## src/design/bwau_pkg.sv

```systemverilog
// shared constants and types of the byte and word arithmetic unit
package bwau_pkg;
   localparam int BYTE_W = 8;
   localparam int WORD_W = 16;
   localparam int FLAG_W = 4;
   localparam int DIV_STEPS = 8;
   // flag positions inside the condition flags register
   localparam int FLG_N = 3;
   localparam int FLG_Z = 2;
   localparam int FLG_V = 1;
   localparam int FLG_C = 0;
   localparam logic [3:0] FLAGS_RST = 4'h0;
   localparam logic [7:0] BCD_ADJ_LO = 8'h06;
   localparam logic [7:0] BCD_ADJ_HI = 8'h60;
   localparam logic [3:0] BCD_NIB_MAX = 4'h9;
   localparam logic [7:0] BCD_BYTE_MAX = 8'h99;
   localparam logic [15:0] STEP_ONE = 16'h0001;
   localparam logic [15:0] STEP_TWO = 16'h0002;

   typedef enum logic [4:0] {
      BWAU_ADD_B, BWAU_SUB_B, BWAU_ADD_B_LIT,
      BWAU_ADD_W, BWAU_SUB_W,
      BWAU_ADDC_B, BWAU_SUBC_B,
      BWAU_INC_B, BWAU_STEPDN_B,
      BWAU_ADDS_1, BWAU_ADDS_2, BWAU_WSUB_1, BWAU_WSUB_2,
      BWAU_BCD_SUM, BWAU_BCD_DIFF,
      BWAU_MUL, BWAU_DIV,
      BWAU_COMPARE_B, BWAU_COMPARE_W,
      BWAU_COMPL_B
   } bwau_op_t;
endpackage

```

## src/design/bwau_divider.sv

```systemverilog
// restoring 16 by 8 unsigned divider, one quotient bit per cycle
`timescale 1ns/10ps
module bwau_divider (
   // clock and reset
   input  wire logic        ref_clk,
   input  wire logic        rst,
   // request
   input  wire logic        start,
   input  wire logic [15:0] dividend,
   input  wire logic [7:0]  divisor,
   // answer
   output logic             done,
   output logic [7:0]       quotient,
   output logic [7:0]       remainder,
   output logic             div_zero
);
   logic [8:0]  rem;
   logic [7:0]  quo;
   logic [7:0]  dvs;
   logic [3:0]  cnt;
   logic        busy;
   logic [8:0]  trial;
   logic [9:0]  diff;

   assign trial = {rem[7:0], quo[7]};
   assign diff  = {1'b0, trial} - {2'b00, dvs};

   always_ff @(posedge ref_clk or posedge rst) begin
      if (rst) begin
         rem <= 9'h000;
         quo <= 8'h00;
         dvs <= 8'h00;
         cnt <= 4'h0;
         busy <= 1'b0;
         done <= 1'b0;
         div_zero <= 1'b0;
         quotient <= 8'h00;
         remainder <= 8'h00;
      end else begin
         done <= 1'b0;
         if (start && !busy) begin
            // high byte is the partial remainder, low byte shifts in
            rem <= {1'b0, dividend[15:8]};
            quo <= dividend[7:0];
            dvs <= divisor;
            cnt <= 4'(bwau_pkg::DIV_STEPS);
            busy <= 1'b1;
         end else if (busy) begin
            if ({rem[8], trial} >= {2'b00, dvs}) begin
               rem <= diff[8:0];
               quo <= {quo[6:0], 1'b1};
            end else begin
               rem <= {rem[7:0], quo[7]};
               quo <= {quo[6:0], 1'b0};
            end
            cnt <= cnt - 4'h1;
            if (cnt == 4'h1) begin
               busy <= 1'b0;
               done <= 1'b1;
               div_zero <= (dvs == 8'h00);
               if ({rem[8], trial} >= {2'b00, dvs}) begin
                  quotient <= {quo[6:0], 1'b1};
                  remainder <= diff[7:0];
               end else begin
                  quotient <= {quo[6:0], 1'b0};
                  remainder <= trial[7:0];
               end
            end
         end
      end
   end
endmodule

```

## src/design/bwau_core.sv

```systemverilog
// byte and word integer arithmetic datapath with condition flags
`timescale 1ns/10ps
module bwau_core (
   // clock and reset
   input  wire logic              ref_clk,
   input  wire logic              rst,
   // request from the decoder
   input  wire logic              op_valid,
   input  wire bwau_pkg::bwau_op_t op_code,
   input  wire logic              use_literal,
   input  wire logic [15:0]       dest_value,
   input  wire logic [15:0]       source_register,
   input  wire logic [7:0]        literal_operand,
   // answer to the register file
   output logic                   busy,
   output logic                   result_valid,
   output logic                   result_write,
   output logic                   result_is_word,
   output logic [15:0]            result_value,
   output logic                   op_illegal,
   output logic [3:0]             condition_flags_register
);
   logic [15:0] div_dividend;
   logic [7:0]  div_divisor;
   logic        div_start;
   logic        div_done;
   logic [7:0]  div_quo;
   logic [7:0]  div_rem;
   logic        div_zero;
   logic        div_wait;

   logic [7:0]  rd_b;
   logic [7:0]  src_b;
   logic [8:0]  sum9;
   logic [16:0] sum17;
   logic [7:0]  bcd_corr;
   logic        bcd_carry;
   logic [15:0] next_value;
   logic [3:0]  next_flags;
   logic        next_write;
   logic        next_word;
   logic        next_illegal;
   logic        cin;

   bwau_divider u_div (
      .ref_clk   (ref_clk),
      .rst       (rst),
      .start     (div_start),
      .dividend  (div_dividend),
      .divisor   (div_divisor),
      .done      (div_done),
      .quotient  (div_quo),
      .remainder (div_rem),
      .div_zero  (div_zero)
   );

   assign rd_b = dest_value[7:0];
   assign src_b = use_literal ? literal_operand : source_register[7:0];
   assign cin  = condition_flags_register[bwau_pkg::FLG_C];
   assign div_start = op_valid && !div_wait
                      && op_code == bwau_pkg::BWAU_DIV;
   assign div_dividend = dest_value;
   assign div_divisor  = source_register[7:0];

   // one combinational result and flag set per opcode
   always_comb begin
      next_value = dest_value;
      next_flags = condition_flags_register;
      next_write = 1'b0;
      next_word = 1'b0;
      next_illegal = 1'b0;
      sum9 = 9'h000;
      sum17 = 17'h00000;
      bcd_corr = 8'h00;
      bcd_carry = 1'b0;
      case (op_code)
         bwau_pkg::BWAU_ADD_B, bwau_pkg::BWAU_ADD_B_LIT,
         bwau_pkg::BWAU_ADDC_B, bwau_pkg::BWAU_INC_B: begin
            if (op_code == bwau_pkg::BWAU_INC_B)
               sum9 = {1'b0, rd_b} + 9'h001;
            else if (op_code == bwau_pkg::BWAU_ADDC_B)
               sum9 = {1'b0, rd_b} + {1'b0, src_b} + {8'h00, cin};
            else
               sum9 = {1'b0, rd_b} + {1'b0, src_b};
            next_illegal = use_literal
                           && op_code == bwau_pkg::BWAU_ADD_B;
            next_value = {dest_value[15:8], sum9[7:0]};
            next_write = !next_illegal;
            next_flags[bwau_pkg::FLG_V] = (rd_b[7] == src_b[7] ||
               op_code == bwau_pkg::BWAU_INC_B) &&
               (sum9[7] != rd_b[7]) &&
               !(op_code == bwau_pkg::BWAU_INC_B && rd_b != 8'h7f);
            if (op_code != bwau_pkg::BWAU_INC_B)
               next_flags[bwau_pkg::FLG_C] = sum9[8];
            next_flags[bwau_pkg::FLG_N] = sum9[7];
            next_flags[bwau_pkg::FLG_Z] = (sum9[7:0] == 8'h00);
         end
         bwau_pkg::BWAU_SUB_B, bwau_pkg::BWAU_SUBC_B,
         bwau_pkg::BWAU_STEPDN_B, bwau_pkg::BWAU_COMPARE_B,
         bwau_pkg::BWAU_COMPL_B: begin
            if (op_code == bwau_pkg::BWAU_STEPDN_B)
               sum9 = {1'b0, rd_b} - 9'h001;
            else if (op_code == bwau_pkg::BWAU_SUBC_B)
               sum9 = {1'b0, rd_b} - {1'b0, src_b} - {8'h00, cin};
            else if (op_code == bwau_pkg::BWAU_COMPL_B)
               sum9 = 9'h000 - {1'b0, rd_b};
            else
               sum9 = {1'b0, rd_b} - {1'b0, src_b};
            next_illegal = use_literal
                           && op_code == bwau_pkg::BWAU_SUB_B;
            next_value = {dest_value[15:8], sum9[7:0]};
            next_write = !next_illegal
                         && op_code != bwau_pkg::BWAU_COMPARE_B;
            if (op_code == bwau_pkg::BWAU_STEPDN_B)
               next_flags[bwau_pkg::FLG_V] = (rd_b == 8'h80);
            else if (op_code == bwau_pkg::BWAU_COMPL_B)
               next_flags[bwau_pkg::FLG_V] = (rd_b == 8'h80);
            else
               next_flags[bwau_pkg::FLG_V] = (rd_b[7] != src_b[7]) &&
                                             (sum9[7] != rd_b[7]);
            if (op_code != bwau_pkg::BWAU_STEPDN_B)
               next_flags[bwau_pkg::FLG_C] = sum9[8];
            next_flags[bwau_pkg::FLG_N] = sum9[7];
            next_flags[bwau_pkg::FLG_Z] = (sum9[7:0] == 8'h00);
         end
         bwau_pkg::BWAU_ADD_W, bwau_pkg::BWAU_SUB_W,
         bwau_pkg::BWAU_COMPARE_W: begin
            if (op_code == bwau_pkg::BWAU_ADD_W)
               sum17 = {1'b0, dest_value} + {1'b0, source_register};
            else
               sum17 = {1'b0, dest_value} - {1'b0, source_register};
            next_illegal = use_literal;
            next_value = sum17[15:0];
            next_word = 1'b1;
            next_write = !use_literal && op_code != bwau_pkg::BWAU_COMPARE_W;
            next_flags[bwau_pkg::FLG_V] =
               (op_code == bwau_pkg::BWAU_ADD_W) ?
               (dest_value[15] == source_register[15] &&
                sum17[15] != dest_value[15]) :
               (dest_value[15] != source_register[15] &&
                sum17[15] != dest_value[15]);
            next_flags[bwau_pkg::FLG_C] = sum17[16];
            next_flags[bwau_pkg::FLG_N] = sum17[15];
            next_flags[bwau_pkg::FLG_Z] = (sum17[15:0] == 16'h0000);
         end
         bwau_pkg::BWAU_ADDS_1, bwau_pkg::BWAU_ADDS_2,
         bwau_pkg::BWAU_WSUB_1, bwau_pkg::BWAU_WSUB_2: begin
            // flags untouched, word_minus_small and its add partner
            case (op_code)
               bwau_pkg::BWAU_ADDS_1:
                  next_value = dest_value + bwau_pkg::STEP_ONE;
               bwau_pkg::BWAU_ADDS_2:
                  next_value = dest_value + bwau_pkg::STEP_TWO;
               bwau_pkg::BWAU_WSUB_1:
                  next_value = dest_value - bwau_pkg::STEP_ONE;
               default:
                  next_value = dest_value - bwau_pkg::STEP_TWO;
            endcase
            next_word = 1'b1;
            next_write = 1'b1;
         end
         bwau_pkg::BWAU_BCD_SUM: begin
            // correction from prior carry plus nibble range
            if (cin || rd_b > bwau_pkg::BCD_BYTE_MAX) begin
               bcd_corr = bwau_pkg::BCD_ADJ_HI;
               bcd_carry = 1'b1;
            end
            if (rd_b[3:0] > bwau_pkg::BCD_NIB_MAX)
               bcd_corr = bcd_corr | bwau_pkg::BCD_ADJ_LO;
            next_value = {dest_value[15:8], rd_b + bcd_corr};
            next_write = 1'b1;
            next_flags[bwau_pkg::FLG_C] = bcd_carry;
            next_flags[bwau_pkg::FLG_N] = next_value[7];
            next_flags[bwau_pkg::FLG_Z] = (next_value[7:0] == 8'h00);
         end
         bwau_pkg::BWAU_BCD_DIFF: begin
            if (cin)
               bcd_corr = bwau_pkg::BCD_ADJ_HI;
            if (rd_b[3:0] > bwau_pkg::BCD_NIB_MAX)
               bcd_corr = bcd_corr | bwau_pkg::BCD_ADJ_LO;
            next_value = {dest_value[15:8], rd_b - bcd_corr};
            next_write = 1'b1;
            next_flags[bwau_pkg::FLG_N] = next_value[7];
            next_flags[bwau_pkg::FLG_Z] = (next_value[7:0] == 8'h00);
         end
         bwau_pkg::BWAU_MUL: begin
            next_value = rd_b * source_register[7:0];
            next_word = 1'b1;
            next_write = !use_literal;
            next_illegal = use_literal;
         end
         default: begin
            next_illegal = 1'b1;
         end
      endcase
   end

   // divider wait tracking
   always_ff @(posedge ref_clk or posedge rst) begin
      if (rst)
         div_wait <= 1'b0;
      else if (div_start)
         div_wait <= 1'b1;
      else if (div_done)
         div_wait <= 1'b0;
   end

   always_ff @(posedge ref_clk or posedge rst) begin
      if (rst)
         busy <= 1'b0;
      else
         busy <= div_start || (div_wait && !div_done);
   end

   // result and flag registers
   always_ff @(posedge ref_clk or posedge rst) begin
      if (rst) begin
         result_valid <= 1'b0;
         result_write <= 1'b0;
         result_is_word <= 1'b0;
         result_value <= 16'h0000;
         op_illegal <= 1'b0;
         condition_flags_register <= bwau_pkg::FLAGS_RST;
      end else begin
         result_valid <= 1'b0;
         result_write <= 1'b0;
         op_illegal <= 1'b0;
         if (div_done) begin
            result_valid <= 1'b1;
            result_write <= !div_zero;
            result_is_word <= 1'b1;
            result_value <= {div_rem, div_quo};
            condition_flags_register[bwau_pkg::FLG_Z] <= div_zero;
            condition_flags_register[bwau_pkg::FLG_N] <= div_quo[7];
         end else if (op_valid && !div_wait &&
                      op_code != bwau_pkg::BWAU_DIV) begin
            result_valid <= 1'b1;
            result_write <= next_write;
            result_is_word <= next_word;
            result_value <= next_value;
            op_illegal <= next_illegal;
            if (!next_illegal)
               condition_flags_register <= next_flags;
         end
      end
   end

   a_cmp_no_write: assert property (@(posedge ref_clk)
      disable iff (rst) op_valid && !div_wait &&
      op_code == bwau_pkg::BWAU_COMPARE_B
      |=> result_valid && !result_write)
      else $error("compare wrote the destination");
   a_sub_imm_refused: assert property (@(posedge ref_clk)
      disable iff (rst) op_valid && !div_wait && use_literal &&
      op_code == bwau_pkg::BWAU_SUB_B |=> op_illegal && !result_write)
      else $error("immediate subtract was accepted");
   a_word_imm_refused: assert property (@(posedge ref_clk)
      disable iff (rst) op_valid && !div_wait && use_literal &&
      (op_code == bwau_pkg::BWAU_ADD_W ||
       op_code == bwau_pkg::BWAU_COMPARE_W) |=> op_illegal)
      else $error("word op with immediate accepted");
   a_mul_product: assert property (@(posedge ref_clk)
      disable iff (rst) op_valid && !div_wait && !use_literal &&
      op_code == bwau_pkg::BWAU_MUL |=> result_value ==
      $past(dest_value[7:0]) * $past(source_register[7:0]))
      else $error("wrong product");
   a_div_latency: assert property (@(posedge ref_clk)
      disable iff (rst) div_start
      |-> ##[9:10] result_valid && result_is_word)
      else $error("divide answer late");
   a_div_zero_kept: assert property (@(posedge ref_clk)
      disable iff (rst) div_done && div_zero
      |=> result_valid && !result_write)
      else $error("divide by zero wrote a result");
   a_neg_value: assert property (@(posedge ref_clk)
      disable iff (rst) op_valid && !div_wait &&
      op_code == bwau_pkg::BWAU_COMPL_B
      |=> result_value[7:0] == 8'h00 - $past(dest_value[7:0]))
      else $error("wrong negate");
   a_inc_value: assert property (@(posedge ref_clk)
      disable iff (rst) op_valid && !div_wait &&
      op_code == bwau_pkg::BWAU_INC_B
      |=> result_value[7:0] == $past(dest_value[7:0]) + 8'h01)
      else $error("wrong increment");
   a_word_step_two: assert property (@(posedge ref_clk)
      disable iff (rst) op_valid && !div_wait &&
      op_code == bwau_pkg::BWAU_WSUB_2
      |=> result_value == $past(dest_value) - 16'h0002)
      else $error("wrong word step");
   a_illegal_flags: assert property (@(posedge ref_clk)
      disable iff (rst) op_valid && !div_wait && next_illegal &&
      op_code != bwau_pkg::BWAU_DIV |=> $stable(condition_flags_register))
      else $error("refused op changed the flags");
   a_zero_flag: assert property (@(posedge ref_clk)
      disable iff (rst) result_valid && !op_illegal && !result_is_word &&
      result_value[7:0] == 8'h00
      |-> condition_flags_register[bwau_pkg::FLG_Z])
      else $error("zero flag not set");
endmodule

```

## config.mk

```make
export PLATFORM = sky130hd
export DESIGN_NAME = bwau_core
export DESIGN_NICKNAME = d
export VERILOG_FILES = /design/src/design/bwau_pkg.sv /design/src/design/bwau_divider.sv /design/src/design/bwau_core.sv
export SDC_FILE = /design/constraint.sdc
export NUM_CORES = 1
export LEC_CHECK = 0
export ABC_AREA = 1
export BUFFER_PORTS_ARGS = -buffer_cell sky130_fd_sc_hd__clkbuf_2
export CAP_MARGIN = 5
export CORE_MARGIN = 2
export CORE_UTILIZATION = 55
export CTS_CLUSTER_SIZE = 28
export DETAILED_ROUTE_END_ITERATION = 6
export PLACE_DENSITY = 0.7
export SLEW_MARGIN = 30
export SYNTH_ARGS = -nofsm -noshare
export SYNTH_HDL_FRONTEND = slang
export SYNTH_SLANG_ARGS = --single-unit
export TNS_END_PERCENT = 5
```

## constraint.sdc

```tcl
create_clock -name ref_clk -period 6.2 [get_ports ref_clk]
set_input_delay 1.24 -clock ref_clk [delete_from_list [all_inputs] [get_ports ref_clk]]
set_output_delay 1.24 -clock ref_clk [all_outputs]
set_load 0.005 [all_outputs]
```

==> results of run 1 <==
==> per-stage QoR <==
step	std cells	power [mW]	instance area [um^2]	utilization (%)
4_1_cts	2165	2.39	12500	60.0
5_1_grt	2165	2.61	12500	60.0
2_1_floorplan	1837	1.52	11600	-
6_report	2165	2.41	12500	60.0
3_5_place_dp	2149	1.87	12200	58.6
3_3_place_gp	2149	1.86	12200	58.6
==> synthesized netlist by cell type (all sizes together), types with 2 or more instances <==
library cell  count
nand2           515
inv             299
nor2            167
o21ai           125
ha              123
nand3           119
a21oi           101
dfrtp            74
fa               42
xor2             31
clkbuf           26
nand4            25
xnor2            23
buf              22
nor3             19
or2              16
nand3b           15
o211ai           14
o221ai           14
o22ai             9
o2111ai           8
a31oi             7
a21o              6
o21bai            6
clkinv            5
a21boi            4
nor4              4
a22o              3
o31ai             3
a211oi            2
a32oi             2
==> final timing paths <==
path	end	from	cells after the start	slack, ns
hold / removal	u_div.div_zero	u_div.dvs[2]	1	0.48
hold reg to reg	u_div.div_zero	u_div.dvs[2]	1	0.48
setup / recovery	result_value[13]	source_register[7]	23	0.88
max in group asynchronous	u_div.rem[3]	rst	3	4.25
setup reg to reg	u_div.rem[0]	u_div.quo[7]	13	3.37
min in group asynchronous	result_value[5]	rst	2	0.91
==> power groups by stage <==
stage,combinational [mW],clock (mW),sequential [mW]
floorplan,0.964,0,0.555
global placement,1.29,0,0.562
finish,1.34,0.519,0.556
detailed placement,1.30,0,0.562
global route,1.51,0.543,0.562
CTS,1.31,0.522,0.555
==> sequential cells by signal (all words and copies together), names as in the netlist, 4 cells and up <==
name	count
u_div.dvs	8
u_div.quotient	8
u_div.rem	9
u_div.quo	8
condition_flags_register	4
u_div.remainder	8
result_value	16
u_div.cnt	4
==> kinds of logic after synthesis <==
family                     after synthesis  share of synthesized area, %
and+or+nand+nor                        882                          32.6
buffers and inverters                  352                          11.6
adders and majority gates              165                          20.4
xor gates and xnor gates                54                          4.06
DFF                                     74                          15.9
AOI/OAI and AO/OA                      310                          15.4
==> critical path, delay by kind of cell <==
family | cells | cell delay, ns
compound gates | 2 | 0.40
buf+inv | 4 | 0.42
simple gates | 12 | 1.02
fa+ha+maj | 5 | 2.47
==> cell type report <==
type	count	area [um^2]	area share (%)
Multi-Input combinational cell	1411	8450	67.4
Sequential cell	74	1850	14.8
Inverter	304	1150	9.14
Timing Repair Buffer	85	455	3.63
Tap cell	275	344	2.74
Clock buffer	10	229	1.83
Clock inverter	6	67.6	0.539
==> routing by layer <==
layer / routed length, um / part of all wire (%)
met1: 16400 / 43
met2: 17200 / 45
met3: 3050 / 7.9
met4: 1690 / 4.4
met5: 0 / 0
==> results.sh, run 1 <==
export IMPL_dr_total_vias=12297
export IMPL_yosysSeqAreaShare_pct=15.9
export IMPL_clkPwrFrac_pct=21.5
export IMPL_viasPerCell=5.68
export IMPL_h_tree_depth=3
export IMPL_slew_headroom_pct=44.5
export IMPL_wire_per_inst_um=17.7
export IMPL_fillCellCount=2060
export IMPL_antenna_found_initial=0
export IMPL_clockRootBuffer="clkbuf_16"
export IMPL_use_met1_pct=47.3
export IMPL_place_hpwl_um=31100
export IMPL_maxSlewViolCount=0
export IMPL_cts_path_max_buffers=2
export IMPL_pre_cts_slack_ns=0.537
export IMPL_async_reset_ff_share_pct=100
export IMPL_rows=53
export IMPL_worstSetupEndpointType="register"
export IMPL_io_buffers=73
export IMPL_synth_edf_count=0
export IMPL_area_growth_pct=7.68
export IMPL_vdd_drop_max_mv=0.149
export IMPL_clk_latency_ns=0.33
export IMPL_antenna_cells=0
export IMPL_die_x_um=150
export IMPL_top_usage_layer="met2"
export IMPL_cpMaxStageDelayCell="fa_1"
export IMPL_start_util_pct=55.7
export IMPL_synth_area_mm2=0.0116
export IMPL_cp_cell_sequence="clkbuf_2 > nand2_1 > fa_1 > fa_1 > inv_1 > fa_1 > inv_1 > fa_1 > inv_1 > ha_1 > nand2_1 > nand2_1 > a21oi_1 > o21ai_0 > nand2_1 > nand2_1 > nand2_1 > nand3_1 > nand2_1 > nor2_1 > nand3b_1 > nand2_1 > nand2_1"
export IMPL_layout_drive_gt1_share_pct=8.89
export IMPL_max_freq_mhz=188
export IMPL_drv_cap=0
export IMPL_min_path_type="register to register"
export IMPL_dieHeight_um=150
export IMPL_gr_usage_all_layers_pct=34.9
export IMPL_cp_arrival_ns=5.54
export IMPL_yosysWarningCount=0
export IMPL_synth_area_per_cell_um2=6.34
export IMPL_grt_max_degree=52
export IMPL_grt_pass1_wl_um=60900
export IMPL_met2_usage_pct=56.0
export IMPL_swShare_pct=46.0
export IMPL_finClkSkew_ns=0.00645
export IMPL_tightest_slew_ns=0.827
export IMPL_post_cts_resized=0
export IMPL_syn_nets=2051
export IMPL_layout_commonest_cell="nand2_1"
export IMPL_finalNetCount=2099
export IMPL_setup_tns_final_ns=0
export IMPL_cp_common_cell="nand2_1"
export IMPL_antenna_left=0
export IMPL_comb_power_share_pct=55.4
export IMPL_finalWorstSetupSlack_ns=0.877
export IMPL_status="completed"
export IMPL_yosysTopAreaCell="nand2_1"
export IMPL_worst_path_max_fanout=13
export IMPL_layout_common_cells="nand2_1, inv_1, nor2_1"
export IMPL_gp_congestion=1.02
export IMPL_hold_ws_ns=0.481
export IMPL_cts_hold_buf=0
export IMPL_leakagePower_nw=7.02
export IMPL_post_synth_num_cell_types=55
export IMPL_p_int_mw=1.30
export IMPL_rsz0062_at_grt="false"
export IMPL_synthFlopType="dfrtp_1"
export IMPL_cts_sinks=74
export IMPL_cp_data_required_time_ns=6.42
export IMPL_die_area_mm2=0.0224
export IMPL_drc=0
export IMPL_cts_setup_buffers=0
export IMPL_synth_area_top_cells="nand2_1, dfrtp_1, ha_1"
export IMPL_cts_tree="done"
export IMPL_grt_overflow=0
export IMPL_globalRouteMet3Util_pct=5.12
export IMPL_grt_pass1_vias=11361
export IMPL_drtIter0Drc=1145
export IMPL_cts_made_buffers=9
export IMPL_routed_wl_um=38300
export IMPL_hold_viol=0
export IMPL_fin_crit_sh_pct=85.9
export IMPL_path_clk_slew_ns=0.06
export IMPL_switching_power_mw=1.11
export IMPL_crit_type="primary input to register"
export IMPL_netlist_instances=1837
export IMPL_p_seq_share_pct=23.1
export IMPL_crit_path_start_kind="primary input"
export IMPL_core_mm2=0.0209
export IMPL_synth_seq_cells=74
export IMPL_power_density_mw_per_mm2=192
export IMPL_boundaryPins=74
export IMPL_netlist_area_leader_share_pct=16.2
export IMPL_min_period_ns=5.32
export IMPL_setup_violations_final=0
export IMPL_critPathMaxStageDelay_ns=0.54
export IMPL_drtPass1Iterations=6
Power figures use the tool's default switching activity.
==> inputs of run 2 (changes only) <==
Clock period 6.2 ns to 6.9 ns, I/O delays scaled along.
==> results.sh, run 2 (same netlist as run 1, synthesis figures left out) <==
export IMPL_status="completed"
export IMPL_regMostFlops="result_value"
export IMPL_dr_total_vias=12250
export IMPL_die_x_um=150
export IMPL_max_freq_mhz=174
export IMPL_die_area_mm2=0.0224
export IMPL_wire_per_inst_um=17.8
export IMPL_cts_path_max_buffers=2
export IMPL_grt_pass1_vias=11633
export IMPL_h_tree_depth=3
export IMPL_largest_reg_flops=16
export IMPL_gr_usage_all_layers_pct=35.2
export IMPL_setup_tns_final_ns=0
export IMPL_rrSetupSlack_ns=4.11
export IMPL_place_hpwl_um=31000
export IMPL_layout_common_cells="nand2_1, inv_1, nor2_1"
export IMPL_io_buffers=73
export IMPL_power_density_mw_per_mm2=172
export IMPL_dieHeight_um=150
export IMPL_finClkSkew_ns=0.00552
export IMPL_drv_cap=0
export IMPL_vdd_drop_max_mv=0.139
export IMPL_cts_made_buffers=9
export IMPL_worst_path_max_fanout=25
export IMPL_setup_violations_final=0
export IMPL_cts_sinks=74
export IMPL_clk_latency_ns=0.33
export IMPL_drtPass1Iterations=5
export IMPL_grt_pass1_wl_um=61500
export IMPL_cp_arrival_ns=5.97
export IMPL_rsz0062_at_grt="false"
export IMPL_core_mm2=0.0209
export IMPL_antenna_found_initial=0
export IMPL_boundaryPins=74
export IMPL_antenna_cells=0
export IMPL_fin_crit_sh_pct=83.4
export IMPL_p_total_mw=2.16
export IMPL_min_path_type="register to register"
export IMPL_layout_drive_gt1_share_pct=8.75
export IMPL_tightest_slew_ns=0.960
export IMPL_rows=53
export IMPL_drtIter0Drc=1013
export IMPL_cts_hold_buf=0
export IMPL_cp_data_required_time_ns=7.12
export IMPL_path_clk_slew_ns=0.06
export IMPL_maxSlewViolCount=0
export IMPL_finalNetCount=2095
export IMPL_fillCellCount=2150
export IMPL_slew_headroom_pct=35.9
export IMPL_cts_setup_buffers=0
export IMPL_grt_max_degree=75
export IMPL_min_period_ns=5.75
export IMPL_post_cts_resized=0
export IMPL_clockRootBuffer="clkbuf_16"
export IMPL_area_growth_pct=7.38
export IMPL_start_util_pct=55.7
export IMPL_viasPerCell=5.67
export IMPL_crit_path_start_kind="primary input"
export IMPL_reg_top3="result_value: 16 flops, u_div.rem: 9 flops"
export IMPL_worstSetupEndpointType="register"
export IMPL_cts_tree="done"
export IMPL_gp_congestion=1.00
export IMPL_drc=0
export IMPL_grt_overflow=0
export IMPL_hold_viol=0
export IMPL_crit_type="primary input to register"
export IMPL_hold_ws_ns=0.476
export IMPL_routed_wl_um=38400
export IMPL_layout_commonest_cell="nand2_1"
export IMPL_antenna_left=0
export IMPL_leakagePower_nw=7.00
## run 2: cell count changes in the layout (fill, tap and decap cells not counted), sizes merged
cell	delta
buf	-4
clkinv	-3
inv	+3
clkbuf	+2
bufinv	-1
clkinvlp	-1
## run 2: path summary, 6_finish.rpt
check / startpoint / cells after the start / endpoint
min in group asynchronous: rst / 3 / u_div.quo[5]
worst max register to register: u_div.quo[7] / 13 / u_div.rem[0]
worst min register to register: result_value[8] / 2 / result_value[8]
max in group asynchronous: rst / 3 / u_div.remainder[0]
worst min-delay path: result_value[8] / 2 / result_value[8]
worst max-delay path: dest_value[3] / 23 / result_value[13]
## run 2: worst max-delay path: stages
cell and delay [ns]:
clkbuf_2 0.49, nand2_1 0.18, fa_1 0.52, fa_1 0.49, inv_1 0.05, fa_1 0.53, inv_1 0.06, fa_1 0.53
inv_1 0.04, ha_1 0.33, nand2_1 0.09, nand2_1 0.06, a21oi_1 0.08, o21ai_0 0.39, nand2_1 0.13, nand2_1 0.09
nand2_1 0.05, nand3_1 0.07, nand2_1 0.05, nor2_1 0.15, nand3b_1 0.10, nand2_1 0.06, nand2_1 0.06
## run 2: where the power goes
group	internal (mW)	switching (mW)	total [mW]	leakage, nW
logic	0.414	0.785	1.20	6.00
clock network	0.267	0.189	0.456	0.140
registers	0.472	0.0286	0.501	0.864
total	1.15	1.00	2.16	7.00
## run 2: metal layers
layer	part of all wire (%)	up-vias	GRT usage (%)
li1	-	6043	-
met3	7.5	79	4.91
met4	4.1	0	13.4
met2	45	466	56.4
met5	0	-	0
met1	44	5662	48.3
## run 2: stage by stage
step,std cells,setup slack (ns),area [um^2],utilization [%]
global route,2161,0.812,12500,59.9
finish,2161,1.15,12500,59.9
floorplan,1837,1.31,11600,-
detailed placement,2145,0.851,12200,58.5
CTS,2161,1.18,12500,59.8
global placement,2145,0.958,12200,58.4
## run 2: layout make-up
type | count | area [um^2] | area share (%)
Clock buffer | 12 | 256 | 2.05
Inverter | 304 | 1150 | 9.17
Multi-Input combinational cell | 1411 | 8440 | 67.5
Sequential cell | 74 | 1850 | 14.8
Tap cell | 275 | 344 | 2.75
Timing Repair Buffer | 81 | 429 | 3.43
Clock inverter | 4 | 33.8 | 0.270
